File: config.mk
export PLATFORM = sky130hd
export DESIGN_NAME = rtcw_top
export DESIGN_NICKNAME = d
export VERILOG_FILES = /design/src/inc/rtcw_pkg.sv /design/src/rtl/rtcw_top.sv /design/src/rtl/rtcw_bcd2.sv /design/src/rtl/rtcw_wdog.sv
export VERILOG_INCLUDE_DIRS = /design/src /design/src/inc
export SDC_FILE = /design/constraint.sdc
export NUM_CORES = 1
export LEC_CHECK = 0
export BUFFER_PORTS_ARGS = -buffer_cell sky130_fd_sc_hd__clkbuf_2
export CELL_PAD_IN_SITES_DETAIL_PLACEMENT = 1
export CELL_PAD_IN_SITES_GLOBAL_PLACEMENT = 2
export CORE_ASPECT_RATIO = 1.1
export CORE_MARGIN = 10
export CORE_UTILIZATION = 25
export CTS_BUF_LIST = sky130_fd_sc_hd__clkbuf_8 sky130_fd_sc_hd__clkbuf_16
export CTS_CLUSTER_DIAMETER = 150
export CTS_CLUSTER_SIZE = 24
export DETAILED_ROUTE_END_ITERATION = 7
export HOLD_SLACK_MARGIN = 0.15
export PLACE_DENSITY_LB_ADDON = 0.12
export SYNTH_ARGS = -nofsm -noshare
export SYNTH_HDL_FRONTEND = slang
export SYNTH_SLANG_ARGS = --single-unit
File: constraint.sdc
create_clock -name mclk -period 3.3 [get_ports mclk]
set_clock_uncertainty 0.1 [all_clocks]
set_input_delay 0.495 -clock mclk [delete_from_list [all_inputs] [get_ports mclk]]
set_output_delay 0.495 -clock mclk [all_outputs]
set_load 0.01 [all_outputs]
File: src/inc/rtcw_map.svh
// register addresses, field positions, reset values and timing counts of the rtc block
`ifndef RTCW_MAP_SVH
`define RTCW_MAP_SVH
// ----------------------------------------
// register addresses
// ----------------------------------------
`define RTCW_A_FLAGS 15'h7FF0
`define RTCW_A_CENT 15'h7FF1
`define RTCW_A_ASEC 15'h7FF2
`define RTCW_A_AMIN 15'h7FF3
`define RTCW_A_AHR 15'h7FF4
`define RTCW_A_ADATE 15'h7FF5
`define RTCW_A_INTCFG 15'h7FF6
`define RTCW_A_WDOG 15'h7FF7
`define RTCW_A_CAL 15'h7FF8
`define RTCW_A_SEC 15'h7FF9
`define RTCW_A_MIN 15'h7FFA
`define RTCW_A_HR 15'h7FFB
`define RTCW_A_WDAY 15'h7FFC
`define RTCW_A_DATE 15'h7FFD
`define RTCW_A_MON 15'h7FFE
`define RTCW_A_YEAR 15'h7FFF
// ----------------------------------------
// field positions
// ----------------------------------------
`define RTCW_FL_WDF 7
`define RTCW_FL_AF 6
`define RTCW_FL_PF 5
`define RTCW_FL_OSCILLATOR_FAIL_FLAG 4
`define RTCW_FL_CAL 2
`define RTCW_FL_W 1
`define RTCW_FL_R 0
`define RTCW_WD_STROBE 7
`define RTCW_WD_GUARD 6
`define RTCW_IE_WD 7
`define RTCW_IE_AL 6
`define RTCW_IE_PF 5
`define RTCW_IE_HL 3
`define RTCW_IE_PL 2
`define RTCW_CAL_STOP 7
`define RTCW_CAL_SIGN 5
`define RTCW_AL_MASK 7
// ----------------------------------------
// reset values
// ----------------------------------------
`define RTCW_RST_INTCFG 8'h00
`define RTCW_RST_CAL 8'h00
`define RTCW_RST_WDOG 8'h00
`define RTCW_RST_ALARM 8'h00
`define RTCW_RST_TIME 8'h00
`define RTCW_RST_ONE 8'h01
// ----------------------------------------
// timing
// ----------------------------------------
`define RTCW_CLK_HZ 100000000
`define RTCW_TICK_HZ 32
`define RTCW_TICK_CYC (`RTCW_CLK_HZ / `RTCW_TICK_HZ)
`define RTCW_PULSE_MS 200
`define RTCW_PULSE_TICKS ((`RTCW_PULSE_MS * `RTCW_TICK_HZ) / 1000)
`define RTCW_CAL_STEP 64
`endif

File: src/inc/rtcw_pkg.sv
// shared types of the rtc block
package rtcw_pkg;
	typedef logic [7:0] rtcw_byte_t;
	typedef enum logic [1:0] {RTCW_BUS_IDLE, RTCW_BUS_READ, RTCW_BUS_WRITE} rtcw_bus_t;
endpackage

File: src/rtl/rtcw_top.sv
// rtc register bank: calendar, calibration, watchdog, alarm, flags and interrupt pin
`timescale 1ns/1ps
`include "rtcw_map.svh"

// Functional notes
// - month is bcd, one-bit tens and four-bit units, counting 1 to 12
// - date is bcd 1 to 31, rolling per month length with leap february
// - oscillator stop bit: 1 halts the time base, 0 lets it run
// - calibration sign picks adding or subtracting the correction
// - watchdog period is six bits of 32 hz ticks, 31.25 ms up to 3Fh
// - watchdog period zero disables timeouts entirely
// - period bits take writes only while the guard bit is 0
// - polarity 1 drives interrupt active high, 0 gives open-drain active low
// - alarm field top bit 0 compares the field, 1 ignores it
// - write-time bit 1 freezes visible clock registers, counters keep running
// - clock, alarm, calibration, interrupt writes and flags bits other than write-time and read-time need write-time bit 1
// - clearing write-time blocks writes and loads changed time into counters
// - write-time and read-time bits are 0 after reset
// - read-time bit 1 captures the time into stable holding registers
// - read-time bit 0 lets holding registers follow the live clock while write-time is also 0
// - strobe reloads the watchdog; timeout at zero sets the watchdog flag
// - pulse mode drives interrupt about 200 ms, level mode until flags read
// - per-source interrupt enables gate the pin; flags set regardless
// - match of all unmasked alarm fields sets alarm flag and interrupt
module rtcw_top #(
	parameter int unsigned TICK_CYC = `RTCW_TICK_CYC
) (
	input wire logic mclk,
	input wire logic rstn,
	input wire logic ce_n,
	input wire logic we_n,
	input wire logic oe_n,
	input wire logic [14:0] addr,
	input wire logic [7:0] dq_i,
	input wire logic powerfail,
	output logic [7:0] dq_o,
	output logic dq_oe_n,
	output logic int_o,
	output logic int_oe_n
);
	// ----------------------------------------
	// pin synchronisers
	// ----------------------------------------
	logic [26:0] s1_ff;
	logic [26:0] s2_ff;
	logic ce_s, we_s, oe_s, pf_s;
	logic [14:0] addr_s;
	logic [7:0] data_s;

	always_ff @(posedge mclk or negedge rstn) begin
		if (!rstn) begin
			// power monitor resets low like its edge register, so reset gives no false edge
			s1_ff <= {3'h7, 1'b0, 23'h000000};
			s2_ff <= {3'h7, 1'b0, 23'h000000};
		end else begin
			s1_ff <= {ce_n, we_n, oe_n, powerfail, addr, dq_i};
			s2_ff <= s1_ff;
		end
	end
	assign {ce_s, we_s, oe_s, pf_s, addr_s, data_s} = s2_ff;

	// ----------------------------------------
	// time base
	// ----------------------------------------
	logic [31:0] pre_ff, nxt_pre;
	logic [4:0] sub_ff, nxt_sub;
	logic [31:0] per, adj;
	logic tick32, tick1;
	rtcw_pkg::rtcw_byte_t cal_ff;

	always_comb begin
		adj = 32'(cal_ff[4:0]) * 32'(`RTCW_CAL_STEP);
		// positive sign shortens the tick period, so the clock gains
		per = cal_ff[`RTCW_CAL_SIGN] ? TICK_CYC - adj : TICK_CYC + adj;
		tick32 = !cal_ff[`RTCW_CAL_STOP] && pre_ff == 32'h0;
		tick1 = tick32 && sub_ff == 5'h1F;
		nxt_pre = pre_ff;
		nxt_sub = sub_ff;
		if (!cal_ff[`RTCW_CAL_STOP]) begin
			nxt_pre = (pre_ff == 32'h0) ? per - 32'h1 : pre_ff - 32'h1;
			if (tick32) begin
				nxt_sub = sub_ff + 5'h01;
			end
		end
	end

	always_ff @(posedge mclk or negedge rstn) begin
		if (!rstn) begin
			pre_ff <= 32'h0;
			sub_ff <= 5'h00;
		end else begin
			pre_ff <= nxt_pre;
			sub_ff <= nxt_sub;
		end
	end

	// ----------------------------------------
	// calendar: 0 sec 1 min 2 hr 3 date 4 mon 5 year 6 cent 7 weekday
	// ----------------------------------------
	rtcw_pkg::rtcw_byte_t live_ff [0:7];
	rtcw_pkg::rtcw_byte_t nxt_live [0:7];
	rtcw_pkg::rtcw_byte_t sh_ff [0:7];
	rtcw_pkg::rtcw_byte_t nxt_sh [0:7];
	rtcw_pkg::rtcw_byte_t inc [0:7];
	rtcw_pkg::rtcw_byte_t lo [0:7];
	rtcw_pkg::rtcw_byte_t hi [0:7];
	logic [7:0] wrap, en;
	logic [7:0] carry;
	logic dirty_ff, nxt_dirty;
	logic w_ff, r_ff;
	logic load;
	logic tm_we;
	logic [2:0] tm_idx;
	rtcw_pkg::rtcw_byte_t tm_dat;
	logic [7:0] days;
	logic leap;

	always_comb begin
		if (live_ff[5] == 8'h00) begin
			leap = (live_ff[6][4] == 1'b0) ? (live_ff[6][3:0] % 4'h4 == 4'h0)
				: (live_ff[6][3:0] == 4'h2 || live_ff[6][3:0] == 4'h6);
		end else begin
			leap = (live_ff[5][4] == 1'b0) ? (live_ff[5][3:0] % 4'h4 == 4'h0)
				: (live_ff[5][3:0] == 4'h2 || live_ff[5][3:0] == 4'h6);
		end
		case (live_ff[4])
			8'h02: days = leap ? 8'h29 : 8'h28;
			8'h04, 8'h06, 8'h09, 8'h11: days = 8'h30;
			default: days = 8'h31;
		endcase
		hi[0] = 8'h59;
		hi[1] = 8'h59;
		hi[2] = 8'h23;
		hi[3] = days;
		hi[4] = 8'h12;
		hi[5] = 8'h99;
		hi[6] = 8'h99;
		hi[7] = 8'h07;
		lo[0] = 8'h00;
		lo[1] = 8'h00;
		lo[2] = 8'h00;
		lo[3] = 8'h01;
		lo[4] = 8'h01;
		lo[5] = 8'h00;
		lo[6] = 8'h00;
		lo[7] = 8'h01;
		carry[0] = tick1;
		for (int k = 1; k < 8; k++) begin
			carry[k] = carry[k - 1] & wrap[k - 1];
		end
		en = {carry[3], carry[6:0]};
	end

	genvar gi;
	generate
		for (gi = 0; gi < 8; gi++) begin : g_fld
			rtcw_bcd2 u_inc (
				.cur(live_ff[gi]),
				.lo(lo[gi]),
				.hi(hi[gi]),
				.nxt(inc[gi]),
				.wrap(wrap[gi])
			);
		end
	endgenerate

	always_comb begin
		nxt_dirty = dirty_ff;
		if (load || !w_ff) begin
			nxt_dirty = 1'b0;
		end
		if (tm_we) begin
			nxt_dirty = 1'b1;
		end
		for (int k = 0; k < 8; k++) begin
			nxt_live[k] = load ? sh_ff[k] : (en[k] ? inc[k] : live_ff[k]);
			nxt_sh[k] = sh_ff[k];
			if (tm_we && tm_idx == 3'(k)) begin
				nxt_sh[k] = tm_dat;
			end else if (!w_ff && !r_ff) begin
				nxt_sh[k] = live_ff[k];
			end
			// holding while either bit is set gives and
		end
	end

	always_ff @(posedge mclk or negedge rstn) begin
		if (!rstn) begin
			for (int k = 0; k < 8; k++) begin
				live_ff[k] <= (k == 3 || k == 4 || k == 7) ? `RTCW_RST_ONE : `RTCW_RST_TIME;
				sh_ff[k] <= (k == 3 || k == 4 || k == 7) ? `RTCW_RST_ONE : `RTCW_RST_TIME;
			end
			dirty_ff <= 1'b0;
		end else begin
			live_ff <= nxt_live;
			sh_ff <= nxt_sh;
			dirty_ff <= nxt_dirty;
		end
	end

	// ----------------------------------------
	// bus, registers and flags
	// ----------------------------------------
	rtcw_pkg::rtcw_bus_t st_ff, nxt_st;
	logic [14:0] wa_ff, nxt_wa;
	rtcw_pkg::rtcw_byte_t wd_ff, nxt_wd;
	rtcw_pkg::rtcw_byte_t al_ff [0:3];
	rtcw_pkg::rtcw_byte_t nxt_al [0:3];
	rtcw_pkg::rtcw_byte_t icfg_ff, nxt_icfg, nxt_cal, dq_ff, nxt_dq;
	logic [5:0] wdp_ff, nxt_wdp;
	logic guard_ff, nxt_guard, oe_ff, nxt_oe;
	logic wdf_ff, af_ff, pf_ff, oscillator_fail_flag_ff, calb_ff;
	logic nxt_wdf, nxt_af, nxt_pf, nxt_oscillator_fail_flag, nxt_calb, nxt_w, nxt_r;
	logic commit, fl_read, strobe, wd_to, al_hit, pf_d_ff, tick1_d_ff, pf_rise;
	rtcw_pkg::rtcw_byte_t rd;

	rtcw_wdog u_wdog (
		.mclk(mclk),
		.rstn(rstn),
		.tick(tick32),
		.period(wdp_ff),
		.reload(strobe),
		.timeout(wd_to)
	);

	always_comb begin
		al_hit = tick1_d_ff;
		al_hit &= al_ff[0][`RTCW_AL_MASK] || al_ff[0][6:0] == live_ff[0][6:0];
		al_hit &= al_ff[1][`RTCW_AL_MASK] || al_ff[1][6:0] == live_ff[1][6:0];
		al_hit &= al_ff[2][`RTCW_AL_MASK] || al_ff[2][6:0] == live_ff[2][6:0];
		al_hit &= al_ff[3][`RTCW_AL_MASK] || al_ff[3][6:0] == live_ff[3][6:0];
		pf_rise = pf_s && !pf_d_ff;
		case (addr_s)
			`RTCW_A_FLAGS: rd = {wdf_ff, af_ff, pf_ff, oscillator_fail_flag_ff, 1'b0, calb_ff, w_ff, r_ff};
			`RTCW_A_CENT: rd = sh_ff[6];
			`RTCW_A_ASEC: rd = al_ff[0];
			`RTCW_A_AMIN: rd = al_ff[1];
			`RTCW_A_AHR: rd = al_ff[2];
			`RTCW_A_ADATE: rd = al_ff[3];
			`RTCW_A_INTCFG: rd = icfg_ff;
			`RTCW_A_WDOG: rd = {1'b0, guard_ff, wdp_ff};
			`RTCW_A_CAL: rd = cal_ff;
			`RTCW_A_SEC: rd = sh_ff[0];
			`RTCW_A_MIN: rd = sh_ff[1];
			`RTCW_A_HR: rd = sh_ff[2];
			`RTCW_A_WDAY: rd = sh_ff[7];
			`RTCW_A_DATE: rd = sh_ff[3];
			`RTCW_A_MON: rd = sh_ff[4];
			`RTCW_A_YEAR: rd = sh_ff[5];
			default: rd = 8'h00;
		endcase
		nxt_st = st_ff;
		nxt_wa = wa_ff;
		nxt_wd = wd_ff;
		nxt_dq = dq_ff;
		fl_read = 1'b0;
		commit = 1'b0;
		case (st_ff)
			rtcw_pkg::RTCW_BUS_IDLE: begin
				if (!ce_s && !we_s) begin
					nxt_st = rtcw_pkg::RTCW_BUS_WRITE;
				end else if (!ce_s) begin
					nxt_st = rtcw_pkg::RTCW_BUS_READ;
					nxt_dq = rd;
					fl_read = (addr_s == `RTCW_A_FLAGS);
				end
			end
			rtcw_pkg::RTCW_BUS_READ: begin
				if (ce_s) begin
					nxt_st = rtcw_pkg::RTCW_BUS_IDLE;
				end else if (!we_s) begin
					nxt_st = rtcw_pkg::RTCW_BUS_WRITE;
				end
			end
			rtcw_pkg::RTCW_BUS_WRITE: begin
				if (ce_s || we_s) begin
					commit = 1'b1;
					nxt_st = ce_s ? rtcw_pkg::RTCW_BUS_IDLE : rtcw_pkg::RTCW_BUS_READ;
				end
			end
			default: nxt_st = rtcw_pkg::RTCW_BUS_IDLE;
		endcase
		if (!ce_s && !we_s) begin
			nxt_wa = addr_s;
			nxt_wd = data_s;
		end
		nxt_oe = !(nxt_st == rtcw_pkg::RTCW_BUS_READ && !oe_s);
		nxt_al = al_ff;
		nxt_icfg = icfg_ff;
		nxt_cal = cal_ff;
		nxt_wdp = wdp_ff;
		nxt_guard = guard_ff;
		nxt_oscillator_fail_flag = oscillator_fail_flag_ff;
		nxt_calb = calb_ff;
		nxt_w = w_ff;
		nxt_r = r_ff;
		strobe = 1'b0;
		tm_we = 1'b0;
		tm_idx = 3'h0;
		tm_dat = wd_ff;
		if (commit) begin
			case (wa_ff)
				`RTCW_A_FLAGS: begin
					nxt_w = wd_ff[`RTCW_FL_W];
					nxt_r = wd_ff[`RTCW_FL_R];
					if (w_ff) begin
						nxt_calb = wd_ff[`RTCW_FL_CAL];
						nxt_oscillator_fail_flag = oscillator_fail_flag_ff & wd_ff[`RTCW_FL_OSCILLATOR_FAIL_FLAG];
					end
				end
				`RTCW_A_WDOG: begin
					strobe = wd_ff[`RTCW_WD_STROBE];
					nxt_guard = wd_ff[`RTCW_WD_GUARD];
					// the guard as it stood before this cycle decides
					if (!guard_ff) begin
						nxt_wdp = wd_ff[5:0];
					end
				end
				`RTCW_A_ASEC: nxt_al[0] = w_ff ? wd_ff : al_ff[0];
				`RTCW_A_AMIN: nxt_al[1] = w_ff ? wd_ff : al_ff[1];
				`RTCW_A_AHR: nxt_al[2] = w_ff ? wd_ff : al_ff[2];
				`RTCW_A_ADATE: nxt_al[3] = w_ff ? wd_ff : al_ff[3];
				`RTCW_A_INTCFG: nxt_icfg = w_ff ? {wd_ff[7:2], 2'b00} : icfg_ff;
				`RTCW_A_CAL: nxt_cal = w_ff ? {wd_ff[7], 1'b0, wd_ff[5:0]} : cal_ff;
				`RTCW_A_SEC: tm_idx = 3'h0;
				`RTCW_A_MIN: tm_idx = 3'h1;
				`RTCW_A_HR: tm_idx = 3'h2;
				`RTCW_A_DATE: tm_idx = 3'h3;
				`RTCW_A_MON: tm_idx = 3'h4;
				`RTCW_A_YEAR: tm_idx = 3'h5;
				`RTCW_A_CENT: tm_idx = 3'h6;
				`RTCW_A_WDAY: tm_idx = 3'h7;
				default: tm_idx = 3'h0;
			endcase
			tm_we = w_ff && (wa_ff == `RTCW_A_CENT || wa_ff >= `RTCW_A_SEC);
		end
		load = w_ff && !nxt_w && dirty_ff;
		// set wins over the read clear; flags set regardless of enables
		nxt_wdf = wd_to | (wdf_ff & !fl_read);
		nxt_af = al_hit | (af_ff & !fl_read);
		nxt_pf = pf_rise | (pf_ff & !fl_read);
	end

	always_ff @(posedge mclk or negedge rstn) begin
		if (!rstn) begin
			st_ff <= rtcw_pkg::RTCW_BUS_IDLE;
			wa_ff <= 15'h0000;
			wd_ff <= 8'h00;
			dq_ff <= 8'h00;
			oe_ff <= 1'b1;
			for (int k = 0; k < 4; k++) begin
				al_ff[k] <= `RTCW_RST_ALARM;
			end
			icfg_ff <= `RTCW_RST_INTCFG;
			cal_ff <= `RTCW_RST_CAL;
			wdp_ff <= 6'h00;
			guard_ff <= 1'b0;
			{wdf_ff, af_ff, pf_ff, oscillator_fail_flag_ff, calb_ff} <= 5'h00;
			w_ff <= 1'b0;
			r_ff <= 1'b0;
			pf_d_ff <= 1'b0;
			tick1_d_ff <= 1'b0;
		end else begin
			st_ff <= nxt_st;
			wa_ff <= nxt_wa;
			wd_ff <= nxt_wd;
			dq_ff <= nxt_dq;
			oe_ff <= nxt_oe;
			al_ff <= nxt_al;
			icfg_ff <= nxt_icfg;
			cal_ff <= nxt_cal;
			wdp_ff <= nxt_wdp;
			guard_ff <= nxt_guard;
			{wdf_ff, af_ff, pf_ff, oscillator_fail_flag_ff, calb_ff} <= {nxt_wdf, nxt_af, nxt_pf, nxt_oscillator_fail_flag, nxt_calb};
			w_ff <= nxt_w;
			r_ff <= nxt_r;
			pf_d_ff <= pf_s;
			tick1_d_ff <= tick1;
		end
	end

	// ----------------------------------------
	// interrupt pin
	// ----------------------------------------
	logic act_ff, nxt_act, io_ff, nxt_io, ioe_ff, nxt_ioe;
	logic [2:0] pc_ff, nxt_pc;
	logic ev;

	always_comb begin
		ev = (wd_to & icfg_ff[`RTCW_IE_WD]) | (al_hit & icfg_ff[`RTCW_IE_AL])
			| (pf_rise & icfg_ff[`RTCW_IE_PF]);
		nxt_act = act_ff;
		nxt_pc = pc_ff;
		if (ev) begin
			nxt_act = 1'b1;
			nxt_pc = 3'(`RTCW_PULSE_TICKS);
		end else if (fl_read) begin
			nxt_act = 1'b0;
		end else if (icfg_ff[`RTCW_IE_PL] && act_ff && tick32) begin
			nxt_pc = pc_ff - 3'h1;
			nxt_act = (pc_ff > 3'h1);
		end
		// pulse length follows the 32 hz tick, so a stopped oscillator stretches it
		nxt_io = icfg_ff[`RTCW_IE_HL] & nxt_act;
		nxt_ioe = icfg_ff[`RTCW_IE_HL] ? 1'b0 : !nxt_act;
	end

	always_ff @(posedge mclk or negedge rstn) begin
		if (!rstn) begin
			act_ff <= 1'b0;
			pc_ff <= 3'h0;
			io_ff <= 1'b0;
			ioe_ff <= 1'b1;
		end else begin
			act_ff <= nxt_act;
			pc_ff <= nxt_pc;
			io_ff <= nxt_io;
			ioe_ff <= nxt_ioe;
		end
	end

	assign dq_o = dq_ff;
	assign dq_oe_n = oe_ff;
	assign int_o = io_ff;
	assign int_oe_n = ioe_ff;
endmodule

File: src/rtl/rtcw_bcd2.sv
// two-digit bcd incrementer with wrap limits
`timescale 1ns/1ps
module rtcw_bcd2 (
	input wire logic [7:0] cur,
	input wire logic [7:0] lo,
	input wire logic [7:0] hi,
	output logic [7:0] nxt,
	output logic wrap
);
	// out-of-range values left by software wrap too, so a bad field heals
	always_comb begin
		wrap = (cur >= hi);
		if (wrap) begin
			nxt = lo;
		end else if (cur[3:0] >= 4'h9) begin
			nxt = {cur[7:4] + 4'h1, 4'h0};
		end else begin
			nxt = {cur[7:4], cur[3:0] + 4'h1};
		end
	end
endmodule

File: src/rtl/rtcw_wdog.sv
// watchdog down-counter on the 32 hz tick
`timescale 1ns/1ps
module rtcw_wdog (
	input wire logic mclk,
	input wire logic rstn,
	input wire logic tick,
	input wire logic [5:0] period,
	input wire logic reload,
	output logic timeout
);
	logic [5:0] cnt_ff;
	logic [5:0] nxt_cnt;
	logic to_ff;
	logic nxt_to;

	always_comb begin
		nxt_cnt = cnt_ff;
		nxt_to = 1'b0;
		if (reload) begin
			nxt_cnt = period;
		end else if (tick && period != 6'h00) begin
			if (cnt_ff <= 6'h01) begin
				nxt_to = 1'b1;
				nxt_cnt = period;
			end else begin
				nxt_cnt = cnt_ff - 6'h01;
			end
		end
	end

	always_ff @(posedge mclk or negedge rstn) begin
		if (!rstn) begin
			cnt_ff <= 6'h00;
			to_ff <= 1'b0;
		end else begin
			cnt_ff <= nxt_cnt;
			to_ff <= nxt_to;
		end
	end

	assign timeout = to_ff;
endmodule

==> flow_summary_export.csv <==
group,metric,value,unit
yosys,synth-compound-area-share,0.149,
floorplan,io_pins,40,
cts,cts_num_sinks,328,
yosys,syn-num-nets,1749,
routing,avgViaCountPerCell,5.10,
worst_setup_path,critPathRequiredTime,3660,ps
timing,tightest_slew,1290,ps
yosys,syn_area,16900,sq um
placement,placed_area,19200,sq um
cts,numCtsBuffers,17,
routing,routed_wl,67100,um
pwr,pwr-share-seq,0.604,
grt,grt_max_degree,79,
yosys,yosys.area_share.simple,0.174,
timing,finalCritPeriodShare,1.05,
pwr,pwr-share-comb,0.055,
worst_setup_path,path_cells,"ha_2 > nand3b_1 > a21oi_1 > a31oi_1 > nor3_1 > a21oi_1 > ha_1 > nor4b_4 > o22ai_4 > o311ai_4 > or4_4 > or4_1 > a31oi_1",
worst_setup_path,critPathTopFamily,"simple AND/OR/NAND/NOR gates",
layout,num-nets-final,1907,
yosys,syn_inst,1659,
routing,avgRoutedWirePerCell,24.9,um
hold_path,hp-class,"reg2reg",
yosys,synth_top_family_by_area,"simple AND/OR/NAND/NOR gates",
floorplan,die_h,293,um
pwr,p_clk_frac,0.340,
routing,drt-pass1-iter-count,5,
yosys,synthAdderAreaFrac,0.0451,
worst_setup_path,worstPathMaxFanout,5,
routing,first_iter_violations,757,
worst_setup_path,reg2reg_depth,13,
grt,grt_overflow,0,
layout,syn2layout_area_growth,19.8,%
layout,regArea,8230,sq um
worst_setup_path,critPathKind,"reg2reg",
cts,clk_pin_slew,110,ps
floorplan,core-area,67400,sq um
layout,drive_above_1_share,0.213,
yosys,synthMuxAreaShare,0.0855,
layout,nFillCells,7524,
pwr,power_density,346,nW/um^2
cts,clock_latency,560,ps
hold_path,hold_path_depth,0,
placement,gp_congestion,0.843,
placement,dp_slack,-526,ps
timing,setup_viol,25,
grt,antenna_found_initial,2,
yosys,yosysSeqAreaShare,0.486,
timing,slew-limit-headroom,0.143,
cts,cts_max_level,1,
yosys,synthFlopType,"dfrtp_1",
layout,multiInputGateArea,8480,sq um
yosys,ys_ff_latch,328,
layout,num_antenna_cells,0,
grt,grt_pass1_vias,14400,
pwr,switchingPower,1.83,mW
status,status,"finished, violations left",
routing,drc_errors,0,
cts,clock-root-buffer,"clkbuf_16",
timing,hold_violations,0,
pwr,switching_share,0.261,
placement,io_buffers,39,
grt,grt_util_all_layers,0.170,
pwr,ir_drop,0.000296,V
yosys,synth_edf_count,0,
pwr,intPower,5.18,mW
timing,max_freq,289,MHz
cts,cts_tree,"done",
layout,finalInstanceArea,20300,sq um
timing,final.min_clock_period,3470,ps
layout,fin_cells,2691,
placement,place_inst,2631,
yosys,ys.warnings.count,0,
yosys,syn_area_per_cell,10.2,sq um
floorplan,initial_core_util,0.251,
pwr,p_leak,9.22,nW
worst_setup_path,slowest_stage,"dfstp_2",
timing,fin_ws,-166,ps
timing,rsz0062_at_grt,"true",
yosys,synth_xor_area_frac,0.0284,
worst_setup_path,cp-start-kind,"flip-flop",
floorplan,die_area,78600,sq um
cts,cts_buffer_depth,3,
status,violations,"setup timing",
worst_setup_path,path_buf_inv,0,
grt,grt_pass1_wl,101000,um
yosys,async_reset_ff_frac,1.00,
layout,final_util,0.301,
pwr,p_total,7.01,mW
timing,slew_violations,0,
floorplan,rows,100,
routing,antenna_left,0,
worst_setup_path,slowest_delay,590,ps
worst_setup_path,cp.depth,13,
yosys,synth.distinct_cells,77,
placement,dp_hpwl,49500,um
routing,dr_total_vias,13700,
floorplan,die_x,268,um
worst_setup_path,crit_arrival,3830,ps
worst_setup_path,cp-end-kind,"flip-flop",
job,drv_cap,0,
-- repair_timing --
action                                  in CTS  in global routing
buffers inserted                             2                  5
hold buffers                                28                  0
gates resized for setup                     43                 27
endpoints found under the hold margin       97                  0
pin swaps                                   20                 13
endpoints found under the setup margin      32                 32
-- layout by cell type, fill, tap and decap left out, drive strengths merged, types with 12 or more instances in the layout --
cell type    netlist  layout
a21oi             56      56
a221o             12      12
a22o              14      14
a22oi             44      44
a31oi             31      31
and2              18      18
and3              16      16
and4              12      12
buf               10     161
clkbuf            78      55
dfrtp            314     314
dfstp             14      14
dlygate4sd3        0      28
ha                61      61
inv               54      61
mux2              82      82
mux2i             48      48
nand2            188     188
nand2b            16      16
nand3             59      59
nand4             22      22
nor2              88      88
nor2b             18      18
nor3              38      38
nor3b             12      12
nor4              26      26
o21ai             93      93
o31ai             13      13
or4               18      18
xnor2             32      32
xor2              23      23
-- Yosys cell counts (18+ instances only) --
cell	n	share of area
a21oi_1	56	0.017
a22oi_1	44	0.019
a31oi_1	31	0.011
clkbuf_1	78	0.017
dfrtp_1	314	0.46
ha_1	61	0.045
inv_1	54	0.012
mux2_2	82	0.055
mux2i_1	48	0.028
nand2_1	188	0.042
nand3_1	58	0.017
nand4_1	20	0.0074
nor2_1	88	0.019
nor2b_1	18	0.0066
nor3_1	38	0.011
nor4_1	23	0.0085
o21ai_0	93	0.027
xnor2_1	32	0.017
xor2_1	23	0.012
-- registers in the layout (all words and copies together), names as in the netlist, 2 cells and up --
signal	cells
live_ff	64
sh_ff	64
al_ff	32
pre_ff	32
s1_ff	27
s2_ff	27
wa_ff	15
dq_o	8
tm_dat	8
cal_ff	7
icfg_ff	6
u_wdog.cnt_ff	6
wdp_ff	6
sub_ff	5
pc_ff	3
st_ff	2
-- layout make-up --
cell class | instances | share of cell area
multi-input combinational | 1189 | 0.418
clock buffer | 17 | 0.0210
timing repair buffer | 227 | 0.0896
sequential | 328 | 0.405
tap | 867 | 0.0535
clock inverter | 9 | 0.00216
inverter | 54 | 0.0101
-- metrics by stage --
step,hold slack [ps],TNS [ps]
after floorplan,99.4,0
after global placement,232,-12100
after detailed placement,236,-10320
after global routing,264,-7600
final,252,-1880
after CTS,255,-1330
-- path summary, 6_finish.rpt --
kind	slack, ps	start	end
worst min register to register	250	s1_ff[23]	s2_ff[23]
worst min-delay path	250	s1_ff[23]	s2_ff[23]
worst max register to register	-170	live_ff[24]	live_ff[19]
min in group asynchronous	430	rstn	live_ff[9]
max in group asynchronous	1730	rstn	int_oe_n
worst max-delay path	-170	live_ff[24]	live_ff[19]
-- kinds of logic (layout without fill, tap and decap cells) --
family                   count (synthesis)  after routing
XOR/XNOR                                55             55
buffers and inverters                  142            307
adder cells (fa/ha/maj)                 61             61
AND/OR/NAND/NOR                        570            570
multiplexers                           132            132
flip-flops                             328            328
AO/OA/AOI/OAI                          371            371
-- metal layers --
metal  track usage  up-vias  share of wire
li1              -     6360              -
met1         0.246     7148           0.49
met2         0.277      177           0.48
met3        0.0145       35          0.025
met4        0.0252        0          0.011
met5             0        -              0
-- power groups by stage --
stage / combinational (mW) / sequential (mW) / clock [mW]
final: 0.388 / 4.24 / 2.39
after global routing: 0.426 / 4.25 / 2.66
after CTS: 0.401 / 4.24 / 2.54
after detailed placement: 0.373 / 4.32 / 0
after global placement: 0.369 / 4.32 / 0
after floorplan: 0.157 / 4.22 / 0
No activity file was read; power rests on OpenSTA's default activity.
